`src/apm_map.svh`:
```
// register map, field positions and reset values of the audio port control block
//
// Behaviour
// - rx_fsync_gen_run low holds receive frame sync generator reset; high lets it count.
// - rx_sm_run low holds receive state machine reset; high starts frame sync search.
// - receive TDM slot count starts at slot zero after state machine release.
// - rx_serializer_active low clears receive serializers; clear then set flushes buffer.
// - rx_hf_divider_run low holds high-frequency divider, passing input undivided.
// - rx_bit_divider_run low holds bit clock divider, passing input divided by one.
// - tx_dma_err_mute_en gates transmit DMA error onto mute output.
// - rx_dma_err_mute_en gates receive DMA error onto mute output.
// - tx_clk_fail_mute_en gates transmit clock failure onto mute output.
// - rx_clk_fail_mute_en gates receive clock failure onto mute output.
// - tx_sync_err_mute_en gates unexpected transmit frame sync onto mute output.
// - rx_sync_err_mute_en gates unexpected receive frame sync onto mute output.
// - tx_underrun_mute_en gates transmit underrun onto mute output.
// - mute control readback reflects pin state, so no constant power-on value.
// - mute_pin_drive_mode: 0 tri-state, 1 drive high on error, 2 low, 3 reserved.
// - rx_overrun_mute_en gates receiver overrun onto mute output.
// - mute_input_polarity picks active level of ext_mute_input for mute_input_status.
// - mute_input_drive_en lets mute_input_status activate the mute output.
`ifndef APM_MAP_SVH
`define APM_MAP_SVH

`define APM_ADDR_W          8
`define APM_OFF_GLOBAL      8'h00
`define APM_OFF_MUTECTL     8'h04
`define APM_OFF_STATUS      8'h08
`define APM_OFF_IRQ_MASK    8'h0C
`define APM_OFF_RX_SLOT     8'h10
`define APM_OFF_DIV_CFG     8'h14

`define APM_GBL_FSYNC       4
`define APM_GBL_SM          3
`define APM_GBL_SER         2
`define APM_GBL_HF          1
`define APM_GBL_BIT         0
`define APM_GBL_W           5
`define APM_GBL_RESET       5'h00

`define APM_MUTE_TXDMA      12
`define APM_MUTE_RXDMA      11
`define APM_MUTE_TXCK       10
`define APM_MUTE_RXCK       9
`define APM_MUTE_TXSYNC     8
`define APM_MUTE_RXSYNC     7
`define APM_MUTE_TXUND      6
`define APM_MUTE_RXOVR      5
`define APM_MUTE_IN_STATUS  4
`define APM_MUTE_IN_DRIVE   3
`define APM_MUTE_IN_POL     2
`define APM_MUTE_MODE_LO    0
`define APM_MUTE_RESET      13'h0000

`define APM_ERR_W           8
`define APM_IRQ_W           9
`define APM_IRQ_FLUSH       8

`define APM_MODE_TRISTATE   2'h0
`define APM_MODE_HIGH       2'h1
`define APM_MODE_LOW        2'h2

`define APM_RESP_OKAY       2'h0
`define APM_RESP_SLVERR     2'h2

`define APM_HF_DIV_RESET    8'h00
`define APM_BIT_DIV_RESET   8'h00

`endif

```
`src/apm_pkg.sv`:
```
// types of the audio port control block
package apm_pkg;
  typedef enum logic [1:0] {
    APM_RX_RESET,
    APM_RX_HUNT,
    APM_RX_SLOT
  } apm_rx_state_t;
endpackage
```
`src/apm_clk_div.sv`:
```
// programmable clock-enable divider, held in pass-through while stopped
`timescale 1ns/1ps
module apm_clk_div #(
  parameter int W = 8
) (
  input  wire logic         aclk,
  input  wire logic         aresetn,
  input  wire logic         run,
  input  wire logic         in_en,
  input  wire logic [W-1:0] ratio,
  output logic              out_en
);
  logic [W-1:0] cnt_reg;

  always_ff @(posedge aclk) begin
    if (!aresetn || !run) begin
      cnt_reg <= '0;
    end else if (in_en) begin
      cnt_reg <= (cnt_reg >= ratio) ? '0 : W'(cnt_reg + 1'b1);
    end
  end

  // stopped divider passes its input as divide-by-1
  assign out_en = in_en && (!run || cnt_reg >= ratio);
endmodule

```
`src/apm_ctrl.sv`:
```
// receive reset/enable control and mute driver with AXI4-Lite registers
//
// The address map and the AXI4-Lite register port were decided locally.
`timescale 1ns/1ps
`include "apm_map.svh"
module apm_ctrl #(
  parameter int SLOT_W  = 5,
  parameter int FRAME_W = 8
) (
  input  wire logic                   aclk,
  input  wire logic                   aresetn,
  input  wire logic [`APM_ADDR_W-1:0] s_axi_awaddr,
  input  wire logic                   s_axi_awvalid,
  output logic                        s_axi_awready,
  input  wire logic [31:0]            s_axi_wdata,
  input  wire logic [3:0]             s_axi_wstrb,
  input  wire logic                   s_axi_wvalid,
  output logic                        s_axi_wready,
  output logic [1:0]                  s_axi_bresp,
  output logic                        s_axi_bvalid,
  input  wire logic                   s_axi_bready,
  input  wire logic [`APM_ADDR_W-1:0] s_axi_araddr,
  input  wire logic                   s_axi_arvalid,
  output logic                        s_axi_arready,
  output logic [31:0]                 s_axi_rdata,
  output logic [1:0]                  s_axi_rresp,
  output logic                        s_axi_rvalid,
  input  wire logic                   s_axi_rready,
  input  wire logic                   aux_clk_en,
  input  wire logic                   rx_fsync_in,
  input  wire logic                   tx_dma_err,
  input  wire logic                   rx_dma_err,
  input  wire logic                   tx_clk_fail,
  input  wire logic                   rx_clk_fail,
  input  wire logic                   tx_sync_err,
  input  wire logic                   rx_sync_err,
  input  wire logic                   tx_underrun,
  input  wire logic                   rx_overrun,
  input  wire logic                   ext_mute_input,
  output logic                        mute_output_pin_o,
  output logic                        mute_output_pin_oe_n,
  output logic                        rx_hf_clk_en,
  output logic                        rx_bit_clk_en,
  output logic                        rx_fsync_out,
  output logic                        rx_sm_running,
  output logic [SLOT_W-1:0]           rx_slot,
  output logic                        rx_slot_start,
  output logic                        rx_serializer_clear,
  output logic                        irq
);
  logic [`APM_GBL_W-1:0] gbl_reg;
  logic [12:0]           mute_reg;
  logic [`APM_IRQ_W-1:0] status_reg;
  logic [`APM_IRQ_W-1:0] mask_reg;
  logic [7:0]            hf_ratio_reg;
  logic [7:0]            bit_ratio_reg;
  logic [FRAME_W-1:0]    frame_len_reg;
  logic [SLOT_W-1:0]     slot_bits_reg;

  logic                  aw_held_reg;
  logic                  w_held_reg;
  logic [`APM_ADDR_W-1:0] awaddr_reg;
  logic [31:0]           wdata_reg;
  logic [3:0]            wstrb_reg;
  logic                  wr_fire;
  logic                  wr_hit;

  logic [2:0]            in_sync_reg;
  logic                  ext_level_reg;
  logic                  mute_input_status;
  logic [`APM_ERR_W-1:0] err_vec;
  logic [`APM_ERR_W-1:0] err_en;
  logic                  mute_active;
  logic                  ser_prev_reg;
  logic                  flush_pulse;
  logic [`APM_IRQ_W-1:0] irq_events;

  logic [FRAME_W-1:0]    fs_cnt_reg;
  logic [SLOT_W-1:0]     bit_cnt_reg;
  logic [SLOT_W-1:0]     slot_reg;
  logic                  fsync_prev_reg;
  logic                  fsync_edge;
  logic                  slot_start_reg;
  apm_pkg::apm_rx_state_t rx_state_reg;
  apm_pkg::apm_rx_state_t rx_state_next;

  // ---------------- AXI4-Lite write channel ----------------
  assign s_axi_awready = !aw_held_reg && !s_axi_bvalid;
  assign s_axi_wready  = !w_held_reg && !s_axi_bvalid;
  assign wr_fire       = aw_held_reg && w_held_reg && !s_axi_bvalid;

  always_ff @(posedge aclk) begin
    if (!aresetn) begin
      aw_held_reg <= 1'b0;
      awaddr_reg  <= '0;
    end else if (s_axi_awvalid && s_axi_awready) begin
      aw_held_reg <= 1'b1;
      awaddr_reg  <= s_axi_awaddr;
    end else if (wr_fire) begin
      aw_held_reg <= 1'b0;
    end
  end

  always_ff @(posedge aclk) begin
    if (!aresetn) begin
      w_held_reg <= 1'b0;
      wdata_reg  <= '0;
      wstrb_reg  <= '0;
    end else if (s_axi_wvalid && s_axi_wready) begin
      w_held_reg <= 1'b1;
      wdata_reg  <= s_axi_wdata;
      wstrb_reg  <= s_axi_wstrb;
    end else if (wr_fire) begin
      w_held_reg <= 1'b0;
    end
  end

  always_comb begin
    unique case (awaddr_reg)
      `APM_OFF_GLOBAL, `APM_OFF_MUTECTL, `APM_OFF_STATUS,
      `APM_OFF_IRQ_MASK, `APM_OFF_RX_SLOT, `APM_OFF_DIV_CFG: wr_hit = 1'b1;
      default: wr_hit = 1'b0;
    endcase
  end

  always_ff @(posedge aclk) begin
    if (!aresetn) begin
      s_axi_bvalid <= 1'b0;
      s_axi_bresp  <= `APM_RESP_OKAY;
    end else if (wr_fire) begin
      s_axi_bvalid <= 1'b1;
      s_axi_bresp  <= wr_hit ? `APM_RESP_OKAY : `APM_RESP_SLVERR;
    end else if (s_axi_bready) begin
      s_axi_bvalid <= 1'b0;
    end
  end

  // ---------------- register writes ----------------
  always_ff @(posedge aclk) begin
    if (!aresetn) begin
      gbl_reg <= `APM_GBL_RESET;
    end else if (wr_fire && awaddr_reg == `APM_OFF_GLOBAL && wstrb_reg[0]) begin
      gbl_reg <= wdata_reg[`APM_GBL_W-1:0];
    end
  end

  // status bit is read-only; stored bits 12..5 and 3..0
  always_ff @(posedge aclk) begin
    if (!aresetn) begin
      mute_reg <= `APM_MUTE_RESET;
    end else if (wr_fire && awaddr_reg == `APM_OFF_MUTECTL) begin
      if (wstrb_reg[0]) begin
        mute_reg[7:5] <= wdata_reg[7:5];
        mute_reg[3:0] <= wdata_reg[3:0];
      end
      if (wstrb_reg[1]) begin
        mute_reg[12:8] <= wdata_reg[12:8];
      end
    end
  end

  always_ff @(posedge aclk) begin
    if (!aresetn) begin
      mask_reg <= '0;
    end else if (wr_fire && awaddr_reg == `APM_OFF_IRQ_MASK) begin
      if (wstrb_reg[0]) mask_reg[7:0] <= wdata_reg[7:0];
      if (wstrb_reg[1]) mask_reg[8] <= wdata_reg[8];
    end
  end

  always_ff @(posedge aclk) begin
    if (!aresetn) begin
      hf_ratio_reg  <= `APM_HF_DIV_RESET;
      bit_ratio_reg <= `APM_BIT_DIV_RESET;
    end else if (wr_fire && awaddr_reg == `APM_OFF_DIV_CFG) begin
      if (wstrb_reg[0]) hf_ratio_reg <= wdata_reg[7:0];
      if (wstrb_reg[1]) bit_ratio_reg <= wdata_reg[15:8];
    end
  end

  // frame length in bit clocks and bits per slot, each stored as the count minus one
  always_ff @(posedge aclk) begin
    if (!aresetn) begin
      frame_len_reg <= {FRAME_W{1'b1}};
      slot_bits_reg <= {SLOT_W{1'b1}};
    end else if (wr_fire && awaddr_reg == `APM_OFF_RX_SLOT) begin
      if (wstrb_reg[0]) frame_len_reg <= wdata_reg[FRAME_W-1:0];
      if (wstrb_reg[1]) slot_bits_reg <= wdata_reg[8 +: SLOT_W];
    end
  end

  // ---------------- sticky status, set wins over clear ----------------
  assign irq_events = {flush_pulse, err_vec};

  always_ff @(posedge aclk) begin
    if (!aresetn) begin
      status_reg <= '0;
    end else begin
      for (int i = 0; i < `APM_IRQ_W; i++) begin
        if (irq_events[i]) begin
          status_reg[i] <= 1'b1;
        end else if (wr_fire && awaddr_reg == `APM_OFF_STATUS
                     && wstrb_reg[i/8] && wdata_reg[i]) begin
          status_reg[i] <= 1'b0;
        end
      end
    end
  end

  assign irq = |(status_reg & mask_reg);

  // ---------------- AXI4-Lite read channel ----------------
  assign s_axi_arready = !s_axi_rvalid;

  always_ff @(posedge aclk) begin
    if (!aresetn) begin
      s_axi_rvalid <= 1'b0;
      s_axi_rdata  <= '0;
      s_axi_rresp  <= `APM_RESP_OKAY;
    end else if (s_axi_arvalid && s_axi_arready) begin
      s_axi_rvalid <= 1'b1;
      s_axi_rresp  <= `APM_RESP_OKAY;
      unique case (s_axi_araddr)
        `APM_OFF_GLOBAL:   s_axi_rdata <= {27'h0000000, gbl_reg};
        // readback follows live input status
        `APM_OFF_MUTECTL:  s_axi_rdata <= {19'h00000, mute_reg[12:5],
                                           mute_input_status, mute_reg[3:0]};
        `APM_OFF_STATUS:   s_axi_rdata <= {23'h000000, status_reg};
        `APM_OFF_IRQ_MASK: s_axi_rdata <= {23'h000000, mask_reg};
        `APM_OFF_RX_SLOT:  s_axi_rdata <= {32'(slot_reg) << 16}
                                          | {24'h000000, frame_len_reg};
        `APM_OFF_DIV_CFG:  s_axi_rdata <= {16'h0000, bit_ratio_reg, hf_ratio_reg};
        default: begin
          s_axi_rdata <= '0;
          s_axi_rresp <= `APM_RESP_SLVERR;
        end
      endcase
    end else if (s_axi_rready) begin
      s_axi_rvalid <= 1'b0;
    end
  end

  // ---------------- clock dividers ----------------
  apm_clk_div #(.W(8)) u_hf_div (
    .aclk    (aclk),
    .aresetn (aresetn),
    .run     (gbl_reg[`APM_GBL_HF]),
    .in_en   (aux_clk_en),
    .ratio   (hf_ratio_reg),
    .out_en  (rx_hf_clk_en)
  );

  apm_clk_div #(.W(8)) u_bit_div (
    .aclk    (aclk),
    .aresetn (aresetn),
    .run     (gbl_reg[`APM_GBL_BIT]),
    .in_en   (rx_hf_clk_en),
    .ratio   (bit_ratio_reg),
    .out_en  (rx_bit_clk_en)
  );

  // ---------------- frame sync generator ----------------
  always_ff @(posedge aclk) begin
    if (!aresetn || !gbl_reg[`APM_GBL_FSYNC]) begin
      fs_cnt_reg   <= '0;
      rx_fsync_out <= 1'b0;
    end else if (rx_bit_clk_en) begin
      fs_cnt_reg   <= (fs_cnt_reg >= frame_len_reg) ? '0 : FRAME_W'(fs_cnt_reg + 1'b1);
      rx_fsync_out <= (fs_cnt_reg == '0);
    end
  end

  // ---------------- receive state machine ----------------
  always_ff @(posedge aclk) begin
    if (!aresetn) begin
      fsync_prev_reg <= 1'b0;
    end else if (rx_bit_clk_en) begin
      fsync_prev_reg <= rx_fsync_in;
    end
  end

  assign fsync_edge = rx_bit_clk_en && rx_fsync_in && !fsync_prev_reg;

  always_comb begin
    rx_state_next = rx_state_reg;
    unique case (rx_state_reg)
      apm_pkg::APM_RX_RESET: rx_state_next = apm_pkg::APM_RX_HUNT;
      apm_pkg::APM_RX_HUNT:  if (fsync_edge) rx_state_next = apm_pkg::APM_RX_SLOT;
      apm_pkg::APM_RX_SLOT:  rx_state_next = apm_pkg::APM_RX_SLOT;
      default:               rx_state_next = apm_pkg::APM_RX_RESET;
    endcase
  end

  always_ff @(posedge aclk) begin
    if (!aresetn || !gbl_reg[`APM_GBL_SM]) begin
      rx_state_reg <= apm_pkg::APM_RX_RESET;
    end else begin
      rx_state_reg <= rx_state_next;
    end
  end

  assign rx_sm_running = (rx_state_reg != apm_pkg::APM_RX_RESET);

  // slot counter restarts at zero on release and each frame sync
  always_ff @(posedge aclk) begin
    if (!aresetn || rx_state_reg == apm_pkg::APM_RX_RESET) begin
      slot_reg       <= '0;
      bit_cnt_reg    <= '0;
      slot_start_reg <= 1'b0;
    end else if (fsync_edge) begin
      slot_reg       <= '0;
      bit_cnt_reg    <= '0;
      slot_start_reg <= 1'b1;
    end else if (rx_state_reg == apm_pkg::APM_RX_SLOT && rx_bit_clk_en) begin
      if (bit_cnt_reg >= slot_bits_reg) begin
        bit_cnt_reg    <= '0;
        slot_reg       <= SLOT_W'(slot_reg + 1'b1);
        slot_start_reg <= 1'b1;
      end else begin
        bit_cnt_reg    <= SLOT_W'(bit_cnt_reg + 1'b1);
        slot_start_reg <= 1'b0;
      end
    end else begin
      slot_start_reg <= 1'b0;
    end
  end

  assign rx_slot       = slot_reg;
  assign rx_slot_start = slot_start_reg;

  // ---------------- serializer clear and flush ----------------
  always_ff @(posedge aclk) begin
    if (!aresetn) begin
      ser_prev_reg <= 1'b0;
    end else begin
      ser_prev_reg <= gbl_reg[`APM_GBL_SER];
    end
  end

  // rising edge of the enable flushes the receive buffer
  assign flush_pulse         = gbl_reg[`APM_GBL_SER] && !ser_prev_reg;
  assign rx_serializer_clear = !gbl_reg[`APM_GBL_SER] || flush_pulse;

  // ---------------- mute input synchroniser ----------------
  always_ff @(posedge aclk) begin
    if (!aresetn) begin
      in_sync_reg   <= 3'h0;
      ext_level_reg <= 1'b0;
    end else begin
      in_sync_reg <= {in_sync_reg[1:0], ext_mute_input};
      if (in_sync_reg[1] == in_sync_reg[2]) begin
        ext_level_reg <= in_sync_reg[2];
      end
    end
  end

  assign mute_input_status = ext_level_reg ^ mute_reg[`APM_MUTE_IN_POL];

  // ---------------- mute driver ----------------
  assign err_vec = {tx_dma_err, rx_dma_err, tx_clk_fail, rx_clk_fail,
                    tx_sync_err, rx_sync_err, tx_underrun, rx_overrun};
  // bits 12..5 line up with err_vec
  assign err_en = mute_reg[`APM_MUTE_TXDMA:`APM_MUTE_RXOVR];

  assign mute_active = |(err_vec & err_en)
                     || (mute_input_status && mute_reg[`APM_MUTE_IN_DRIVE]);

  always_ff @(posedge aclk) begin
    if (!aresetn) begin
      mute_output_pin_o    <= 1'b0;
      mute_output_pin_oe_n <= 1'b1;
    end else begin
      unique case (mute_reg[1:0])
        `APM_MODE_HIGH: begin
          mute_output_pin_o    <= mute_active;
          mute_output_pin_oe_n <= 1'b0;
        end
        `APM_MODE_LOW: begin
          mute_output_pin_o    <= !mute_active;
          mute_output_pin_oe_n <= 1'b0;
        end
        default: begin
          mute_output_pin_o    <= 1'b0;
          mute_output_pin_oe_n <= 1'b1;
        end
      endcase
    end
  end
endmodule

```
`config.mk`:
```
export PLATFORM = sky130hd
export DESIGN_NAME = apm_ctrl
export DESIGN_NICKNAME = d
export VERILOG_FILES = /design/src/apm_pkg.sv /design/src/apm_clk_div.sv /design/src/apm_ctrl.sv
export VERILOG_INCLUDE_DIRS = /design/src
export SDC_FILE = /design/constraint.sdc
export NUM_CORES = 1
export LEC_CHECK = 0
export ABC_AREA = 0
export ABC_CLOCK_PERIOD_IN_PS = 3730
export BUFFER_PORTS_ARGS = -buffer_cell sky130_fd_sc_hd__buf_4
export CAP_MARGIN = 25
export CORE_MARGIN = 5
export CORE_UTILIZATION = 59
export CTS_BUF_LIST = sky130_fd_sc_hd__clkbuf_8
export CTS_CLUSTER_DIAMETER = 80
export DETAILED_ROUTE_END_ITERATION = 10
export PLACE_DENSITY = 0.8
export SETUP_SLACK_MARGIN = 0.3
export SLEW_MARGIN = 20
export SYNTH_ARGS = -nofsm -noshare
export SYNTH_HDL_FRONTEND = slang
export SYNTH_HIERARCHICAL = 1
export SYNTH_SLANG_ARGS = --single-unit
```
`constraint.sdc`:
```
create_clock -name aclk -period 3.73 [get_ports aclk]
set_input_delay 0.746 -clock aclk [delete_from_list [all_inputs] [get_ports aclk]]
set_output_delay 0.746 -clock aclk [all_outputs]
set_load 0.01 [all_outputs]
```
=== Word level (Yosys, flattened, before mapping) ===
Index checks and enable logic that the tools add are counted.

* Reductions and logical operators: 87
* Add/sub/neg operators: 5
* Bitwise operators: 4
* Mux-type cells: 40
* Equality and inequality tests: 16
* Magnitude comparators: 4

{| class="wikitable"
|+ Operator list
! operator !! number
|-
| one-hot mux 21 bit (6 select lines) || 1
|-
| equality test 8 x 4 -> 1 bit, second input constant || 4
|-
| equality test 8 x 5 -> 1 bit, second input constant || 4
|-
| logical AND 1 bit || 32
|-
| two-way mux 1 bit || 30
|-
| nonzero test 2 bit || 14
|-
| adder 8 x 1 -> 8 bit, second input constant || 3
|-
| >= comparator 8 bit || 3
|-
| logical NOT 8 bit || 3
|-
| two-way mux 8 bit || 3
|-
| bitwise OR 21 x 8 -> 21 bit || 1
|-
| AND reduction 2 bit || 9
|-
| equality test 8 x 3 -> 1 bit, second input constant || 2
|-
| logical NOT 1 bit || 13
|-
| OR reduction 6 bit || 2
|-
| adder 5 x 1 -> 5 bit, second input constant || 2
|-
| bitwise AND 9 bit || 1
|-
| logical OR 1 bit || 9
|-
| OR reduction 9 bit || 1
|-
| bitwise AND 8 bit || 1
|-
| OR reduction 8 bit || 1
|-
| two-way mux 2 bit || 3
|-
| one-hot mux 2 bit (3 select lines) || 1
|-
| >= comparator 5 bit || 1
|-
| other kinds (9) || 12
|}

* Bits of input ports: 70
* Output and inout port bits: 55
* Logic and storage cells: 198
* Flip-flop bits (word level): 176

=== Depth between registers and ports, before layout ===
* Depth in word-level cells: 8
* Gate-level depth with buffers: 15
* Mapped depth without buffers: 13

=== Hierarchy ===
Netlist, hierarchy kept.

{| class="wikitable"
|+ Modules (own cells, without submodules)
! module !! seq. area each (um2) !! area each (um2) !! times used !! cells each
|-
| apm_ctrl || 2942.8 || 6759.0 || 1 || 770
|-
| apm_clk_div || 160.2 || 561.8 || 2 || 63
|}

=== Worst setup path after synthesis ===
No wires, ideal clock.

* Kind: input port to flip-flop
* Start point: input port aux_clk_en
* End point: register slot_reg[0] (netlist: rx_slot[0])
* Buffers on the path: 3
* Data arrival time: 3601 ps
* Setup slack: 57 ps
* Setup time: 72 ps
* Stages: 13
* Path through: buf_4 > o2111ai_1 > o22ai_2 > o21bai_1 > buf_4 > o2111ai_1 > o22ai_2 > o21bai_1 > and2_1 > clkbuf_1 > nand3_1 > o21ai_1 > mux2i_1

* Word-level cells in the longest chain between the ends: 5
* Elaborated cells between the ends (all ways): 7
* Those cells by class: 7 x reduce/logical

{| class="wikitable"
|+ RTL lines
! item !! line !! source
|-
| from (decl) || apm_ctrl.sv:29 || <nowiki>input wire logic aux_clk_en,</nowiki>
|-
| logical AND 1 bit (*) || apm_clk_div.sv:24 || <nowiki>assign out_en = in_en && (!run || cnt_reg >= ratio);</nowiki>
|-
| named net rx_hf_clk_en || apm_ctrl.sv:42 || <nowiki>output logic rx_hf_clk_en,</nowiki>
|-
| logical AND 1 bit (*) || apm_clk_div.sv:24 ||
|-
| named net rx_bit_clk_en || apm_ctrl.sv:43 || <nowiki>output logic rx_bit_clk_en,</nowiki>
|-
| logical AND 1 bit (2 in a row) || apm_ctrl.sv:282 || <nowiki>assign fsync_edge = rx_bit_clk_en && rx_fsync_in && !fsync_prev_reg;</nowiki>
|-
| OR reduction 2 bit (no line) || n/a ||
|-
| to (signal assigned) || apm_ctrl.sv:317 || <nowiki>slot_reg <= SLOT_W'(slot_reg + 1'b1);</nowiki>
|-
| to (decl) || apm_ctrl.sv:80 || <nowiki>logic [SLOT_W-1:0] slot_reg;</nowiki>
|}

Mark *: on every way through the listed nets, which the timed path passes. The rest lies on a longest branch.
A chain may end at the register's enable or synchronous reset.

=== Final worst setup path ===
* Start point: register hf_ratio_reg[6]
* End point: output port rx_bit_clk_en

* Word-level cells in the longest chain between the ends: 4

{| class="wikitable"
|+ RTL lines
! item !! line !! source
|-
| from (decl) || apm_ctrl.sv:55 || <nowiki>logic [7:0] hf_ratio_reg;</nowiki>
|-
| from (signal assigned) || apm_ctrl.sv:173 || <nowiki>hf_ratio_reg <= `APM_HF_DIV_RESET;</nowiki>
|-
| from (signal assigned) || apm_ctrl.sv:176 || <nowiki>if (wstrb_reg[0]) hf_ratio_reg <= wdata_reg[7:0];</nowiki>
|-
| >= comparator 8 bit || apm_clk_div.sv:24 ||
|-
| logical OR 1 bit || apm_clk_div.sv:24 ||
|-
| logical AND 1 bit (2 in a row) || apm_clk_div.sv:24 ||
|-
| to (decl) || apm_ctrl.sv:43 ||
|}

No other way between the ends.

==> flow_results.xml <==
<?xml version="1.0" encoding="UTF-8"?>
<metrics>
  <group name="run_status">
    <metric name="status" unit="">complete, no violations</metric>
  </group>
  <group name="layout">
    <metric name="largest_register_ffs" unit="">21</metric>
    <metric name="antenna-diode-count" unit="">0</metric>
    <metric name="flow.area_growth_from_synthesis" unit="%">17.7</metric>
    <metric name="final_net_count" unit="">1088</metric>
    <metric name="nFillCells" unit="">1032</metric>
    <metric name="final_layout_size_suffix_gt1_share" unit="%">17.5</metric>
    <metric name="final_util" unit="%">70.3</metric>
  </group>
  <group name="routing">
    <metric name="drcViolationCount" unit="">0</metric>
    <metric name="wl_per_cell" unit="um">16.9</metric>
    <metric name="remaining_antenna_violation_count_after_routing" unit="">0</metric>
    <metric name="avgViaCountPerCell" unit="">5.80</metric>
    <metric name="initialDrtViolationCount" unit="">633</metric>
    <metric name="drt_pass1_iterations" unit="">6</metric>
    <metric name="dr_total_vias" unit="">6770</metric>
    <metric name="totalWireLength" unit="um">19700</metric>
  </group>
  <group name="clock_tree">
    <metric name="clkTransAtPathRegs" unit="ns">0.08</metric>
    <metric name="numClockSinks" unit="">163</metric>
    <metric name="tritoncts.num_buffers" unit="">17</metric>
    <metric name="holdBufCountCts" unit="">0</metric>
    <metric name="insertion_delay" unit="ns">0.46</metric>
    <metric name="tritoncts" unit="">yes</metric>
    <metric name="cts_root_buf" unit="">sky130_fd_sc_hd__clkbuf_8</metric>
    <metric name="clk_path_buf_depth" unit="">2</metric>
    <metric name="cts_htree_levels" unit="">4</metric>
  </group>
  <group name="synthesis">
    <metric name="synth.largest_area_cell" unit="">sky130_fd_sc_hd__dfxtp_1</metric>
    <metric name="mappedNetlistArea" unit="mm2">0.00788</metric>
    <metric name="netlist_instances" unit="">896</metric>
    <metric name="synth-main-ff-cell" unit="">sky130_fd_sc_hd__dfxtp_1</metric>
    <metric name="seq_area_frac_synth" unit="%">41.4</metric>
    <metric name="synth.top_cells.by_area" unit="">sky130_fd_sc_hd__dfxtp_1 41%, sky130_fd_sc_hd__nand2_1 7.2%, sky130_fd_sc_hd__mux2i_1 6.5%</metric>
    <metric name="avgSynthCellArea" unit="um2">8.80</metric>
    <metric name="most_frequent_cell_after_synthesis" unit="">sky130_fd_sc_hd__dfxtp_1</metric>
    <metric name="count_of_state_elements_after_synthesis" unit="">163</metric>
    <metric name="commonest_cells_in_the_synthesized_netlist" unit="">163 x sky130_fd_sc_hd__dfxtp_1, 152 x sky130_fd_sc_hd__nand2_1, 52 x sky130_fd_sc_hd__inv_1, 51 x sky130_fd_sc_hd__a21oi_1, 51 x sky130_fd_sc_hd__mux2i_1</metric>
    <metric name="synthArstFlopShare" unit="%">0</metric>
    <metric name="synth_top_area_share" unit="%">41.4</metric>
    <metric name="number_of_synthesis_warnings" unit="">6</metric>
    <metric name="synth_edf_count" unit="">0</metric>
    <metric name="synth.distinct_cells" unit="">65</metric>
  </group>
  <group name="worst_setup_path">
    <metric name="crit_arrival" unit="ns">2.65</metric>
    <metric name="critPathKind" unit="">reg2out</metric>
    <metric name="crit_path_max_incr_delay" unit="ns">0.35</metric>
    <metric name="worstSetupEndpointType" unit="">output port</metric>
    <metric name="critical_path.slowest_cell" unit="">sky130_fd_sc_hd__dfxtp_2</metric>
    <metric name="worstSetupStartpointType" unit="">register</metric>
    <metric name="critPathRequiredTime" unit="ns">2.98</metric>
    <metric name="path_cells" unit="">inv_1 &gt; ha_4 &gt; and3_4 &gt; o2111ai_2 &gt; o22ai_2 &gt; o21bai_4 &gt; o2111ai_2 &gt; o22ai_2 &gt; o21bai_4 &gt; buf_12 &gt; buf_4</metric>
    <metric name="worst-path-max-fanout" unit="">3</metric>
  </group>
  <group name="global_route">
    <metric name="pin_count_of_the_biggest_net_entering_global_routing" unit="">50</metric>
    <metric name="global_route.usage.total" unit="%">24.4</metric>
    <metric name="first_global_vias" unit="">6211</metric>
    <metric name="grt-ovfl-total" unit="">0</metric>
    <metric name="grt_first_pass_wirelength" unit="um">31200</metric>
    <metric name="number_of_antenna_violations_at_the_first_check_in_global_routing" unit="">0</metric>
  </group>
  <group name="pwr">
    <metric name="peakVddDrop" unit="uV">243</metric>
    <metric name="total_leakage_power" unit="nW">3.71</metric>
    <metric name="power-per-cell-area" unit="mW/mm2">388</metric>
  </group>
  <group name="placed_design">
    <metric name="routabilityCongestion" unit="">0.888</metric>
    <metric name="numPortBuffers" unit="">93</metric>
    <metric name="dp_hpwl" unit="um">14000</metric>
  </group>
  <group name="run">
    <metric name="max-cap-violations" unit="">0</metric>
  </group>
  <group name="min_path">
    <metric name="hold_class" unit="">reg2reg</metric>
  </group>
  <group name="timing">
    <metric name="grt_setup_unrepaired" unit="">false</metric>
    <metric name="worstMarginPinSlew" unit="ns">0.856</metric>
    <metric name="worst_clock_skew" unit="ns">0.00827</metric>
    <metric name="post_layout_minimum_cycle_time" unit="ns">3.40</metric>
    <metric name="drv_slew" unit="">0</metric>
    <metric name="max_slew_margin" unit="%">42.9</metric>
    <metric name="period_share" unit="%">91.1</metric>
    <metric name="final_hold_violating_endpoints" unit="">0</metric>
    <metric name="fmaxAchievable" unit="GHz">0.294</metric>
    <metric name="timing.final.setup_violations" unit="">0</metric>
    <metric name="final_total_negative_setup_slack" unit="ns">0</metric>
  </group>
  <group name="die">
    <metric name="die_x" unit="um">126</metric>
    <metric name="design.portCount" unit="">125</metric>
    <metric name="initial_utilization" unit="%">59.8</metric>
    <metric name="floorplan.die_area" unit="mm2">0.0158</metric>
    <metric name="core_area" unit="mm2">0.0132</metric>
    <metric name="die_h" unit="um">126</metric>
    <metric name="rows" unit="">42</metric>
  </group>
</metrics>
## cell type report
| class | instances | area [um2] | share of cell area (%) |
|---|---|---|---|
| well taps | 176 | 220 | 2.37 |
| clock inverters | 13 | 214 | 2.31 |
| flip-flops and latches | 163 | 3270 | 35.2 |
| multi-input cells | 633 | 4280 | 46.1 |
| repair buffers | 109 | 831 | 8.96 |
| clock buffers | 19 | 262 | 2.82 |
| inverters | 54 | 203 | 2.19 |
## per-layer routing
layer / share of wire (%) / GRT usage, % / up-vias
li1: - / - / 3311
met1: 44 / 31.6 / 3194
met2: 48 / 39.6 / 229
met3: 5.6 / 4.43 / 36
met4: 2.5 / 11.0 / 0
met5: 0 / 0 / -
## cells in the final DEF, fill, tap and decap left out, types with 3 or more instances in the layout
cell type / synthesis / final
sky130_fd_sc_hd__nand2_1: 152 / 152
sky130_fd_sc_hd__ha_4: 0 / 3
sky130_fd_sc_hd__inv_1: 52 / 53
sky130_fd_sc_hd__nor3b_1: 3 / 3
sky130_fd_sc_hd__xor2_1: 13 / 13
sky130_fd_sc_hd__buf_4: 15 / 108
sky130_fd_sc_hd__a31oi_1: 22 / 22
sky130_fd_sc_hd__clkbuf_8: 0 / 19
sky130_fd_sc_hd__o22ai_1: 4 / 4
sky130_fd_sc_hd__nand3_1: 17 / 17
sky130_fd_sc_hd__mux2_1: 10 / 10
sky130_fd_sc_hd__clkinv_2: 0 / 3
sky130_fd_sc_hd__nor2b_1: 5 / 5
sky130_fd_sc_hd__nand4_1: 19 / 19
sky130_fd_sc_hd__a32oi_1: 4 / 4
sky130_fd_sc_hd__a211o_1: 3 / 3
sky130_fd_sc_hd__o21ai_0: 14 / 14
sky130_fd_sc_hd__nor4_4: 3 / 4
sky130_fd_sc_hd__a21oi_1: 51 / 51
sky130_fd_sc_hd__nand2b_1: 17 / 17
sky130_fd_sc_hd__ha_1: 40 / 37
sky130_fd_sc_hd__a22oi_1: 13 / 13
sky130_fd_sc_hd__nor4_1: 13 / 13
sky130_fd_sc_hd__dfxtp_2: 0 / 3
sky130_fd_sc_hd__mux2i_1: 51 / 51
sky130_fd_sc_hd__nor3_1: 42 / 42
sky130_fd_sc_hd__a21o_1: 5 / 5
sky130_fd_sc_hd__nor2_1: 19 / 19
sky130_fd_sc_hd__and2_1: 7 / 7
sky130_fd_sc_hd__a32o_1: 4 / 4
sky130_fd_sc_hd__bufinv_16: 0 / 6
sky130_fd_sc_hd__o21ai_1: 29 / 28
sky130_fd_sc_hd__dfxtp_1: 163 / 160
sky130_fd_sc_hd__xnor2_1: 13 / 13
sky130_fd_sc_hd__conb_1: 1 / 13
## logic make-up after synthesis
logic type / count (synthesis) / share of synthesized area (%)
other: 1 / 0.0476
buffers and inverters: 112 / 6.21
flip-flops: 163 / 41.4
XOR/XNOR: 26 / 2.89
AO/OA/AOI/OAI: 171 / 13.7
multiplexers: 63 / 8.48
AND/OR/NAND/NOR: 320 / 21.0
adder cells (fa/ha/maj): 40 / 6.35
## path summary, 6_finish.rpt
path | startpoint | endpoint | slack, ns | cells past startpoint
hold / removal | in_sync_reg[0] | in_sync_reg[1] | 0.44 | 1
setup / recovery | hf_ratio_reg[6] | rx_bit_clk_en | 0.33 | 11
hold reg to reg | in_sync_reg[0] | in_sync_reg[1] | 0.44 | 1
setup reg to reg | hf_ratio_reg[6] | rx_slot[1] | 0.47 | 15
## report_power, final
group / internal [mW] / leakage [nW] / switching [mW]
Sequential: 1.77 / 1.32 / 0.0408
Clock: 0.889 / 0.249 / 0.632
Combinational: 0.103 / 2.14 / 0.163
## metrics by stage
step                area [um2]  setup slack (ns)  power, mW  cells  hold WS (ns)
finish                    9280             0.332       3.60   1167         0.440
CTS                       9150             0.317       3.60   1162         0.445
global placement          8640             0.348       2.10   1128         0.423
floorplan                 7930             0.318       2.01    908         0.412
detailed placement        8640             0.322       2.11   1128         0.429
global route              9280             0.230       3.71   1167         0.469
## worst max-delay path, delay by kind of cell, from the launching register on
family	cells	cell delay (ns)
fa+ha+maj	1	0.27
flops	1	0.35
compound gates	6	1.06
simple gates	1	0.20
buf+inv	3	0.30
## what timing repair did
| action | 4_1_cts | 5_1_grt |
|---|---|---|
| endpoints found under the setup margin | 3 | 9 |
| pin swaps | 1 | 7 |
| resized for setup | 5 | 11 |
| buffers inserted | 2 | 5 |
No activity file was read; power rests on OpenSTA's default activity.
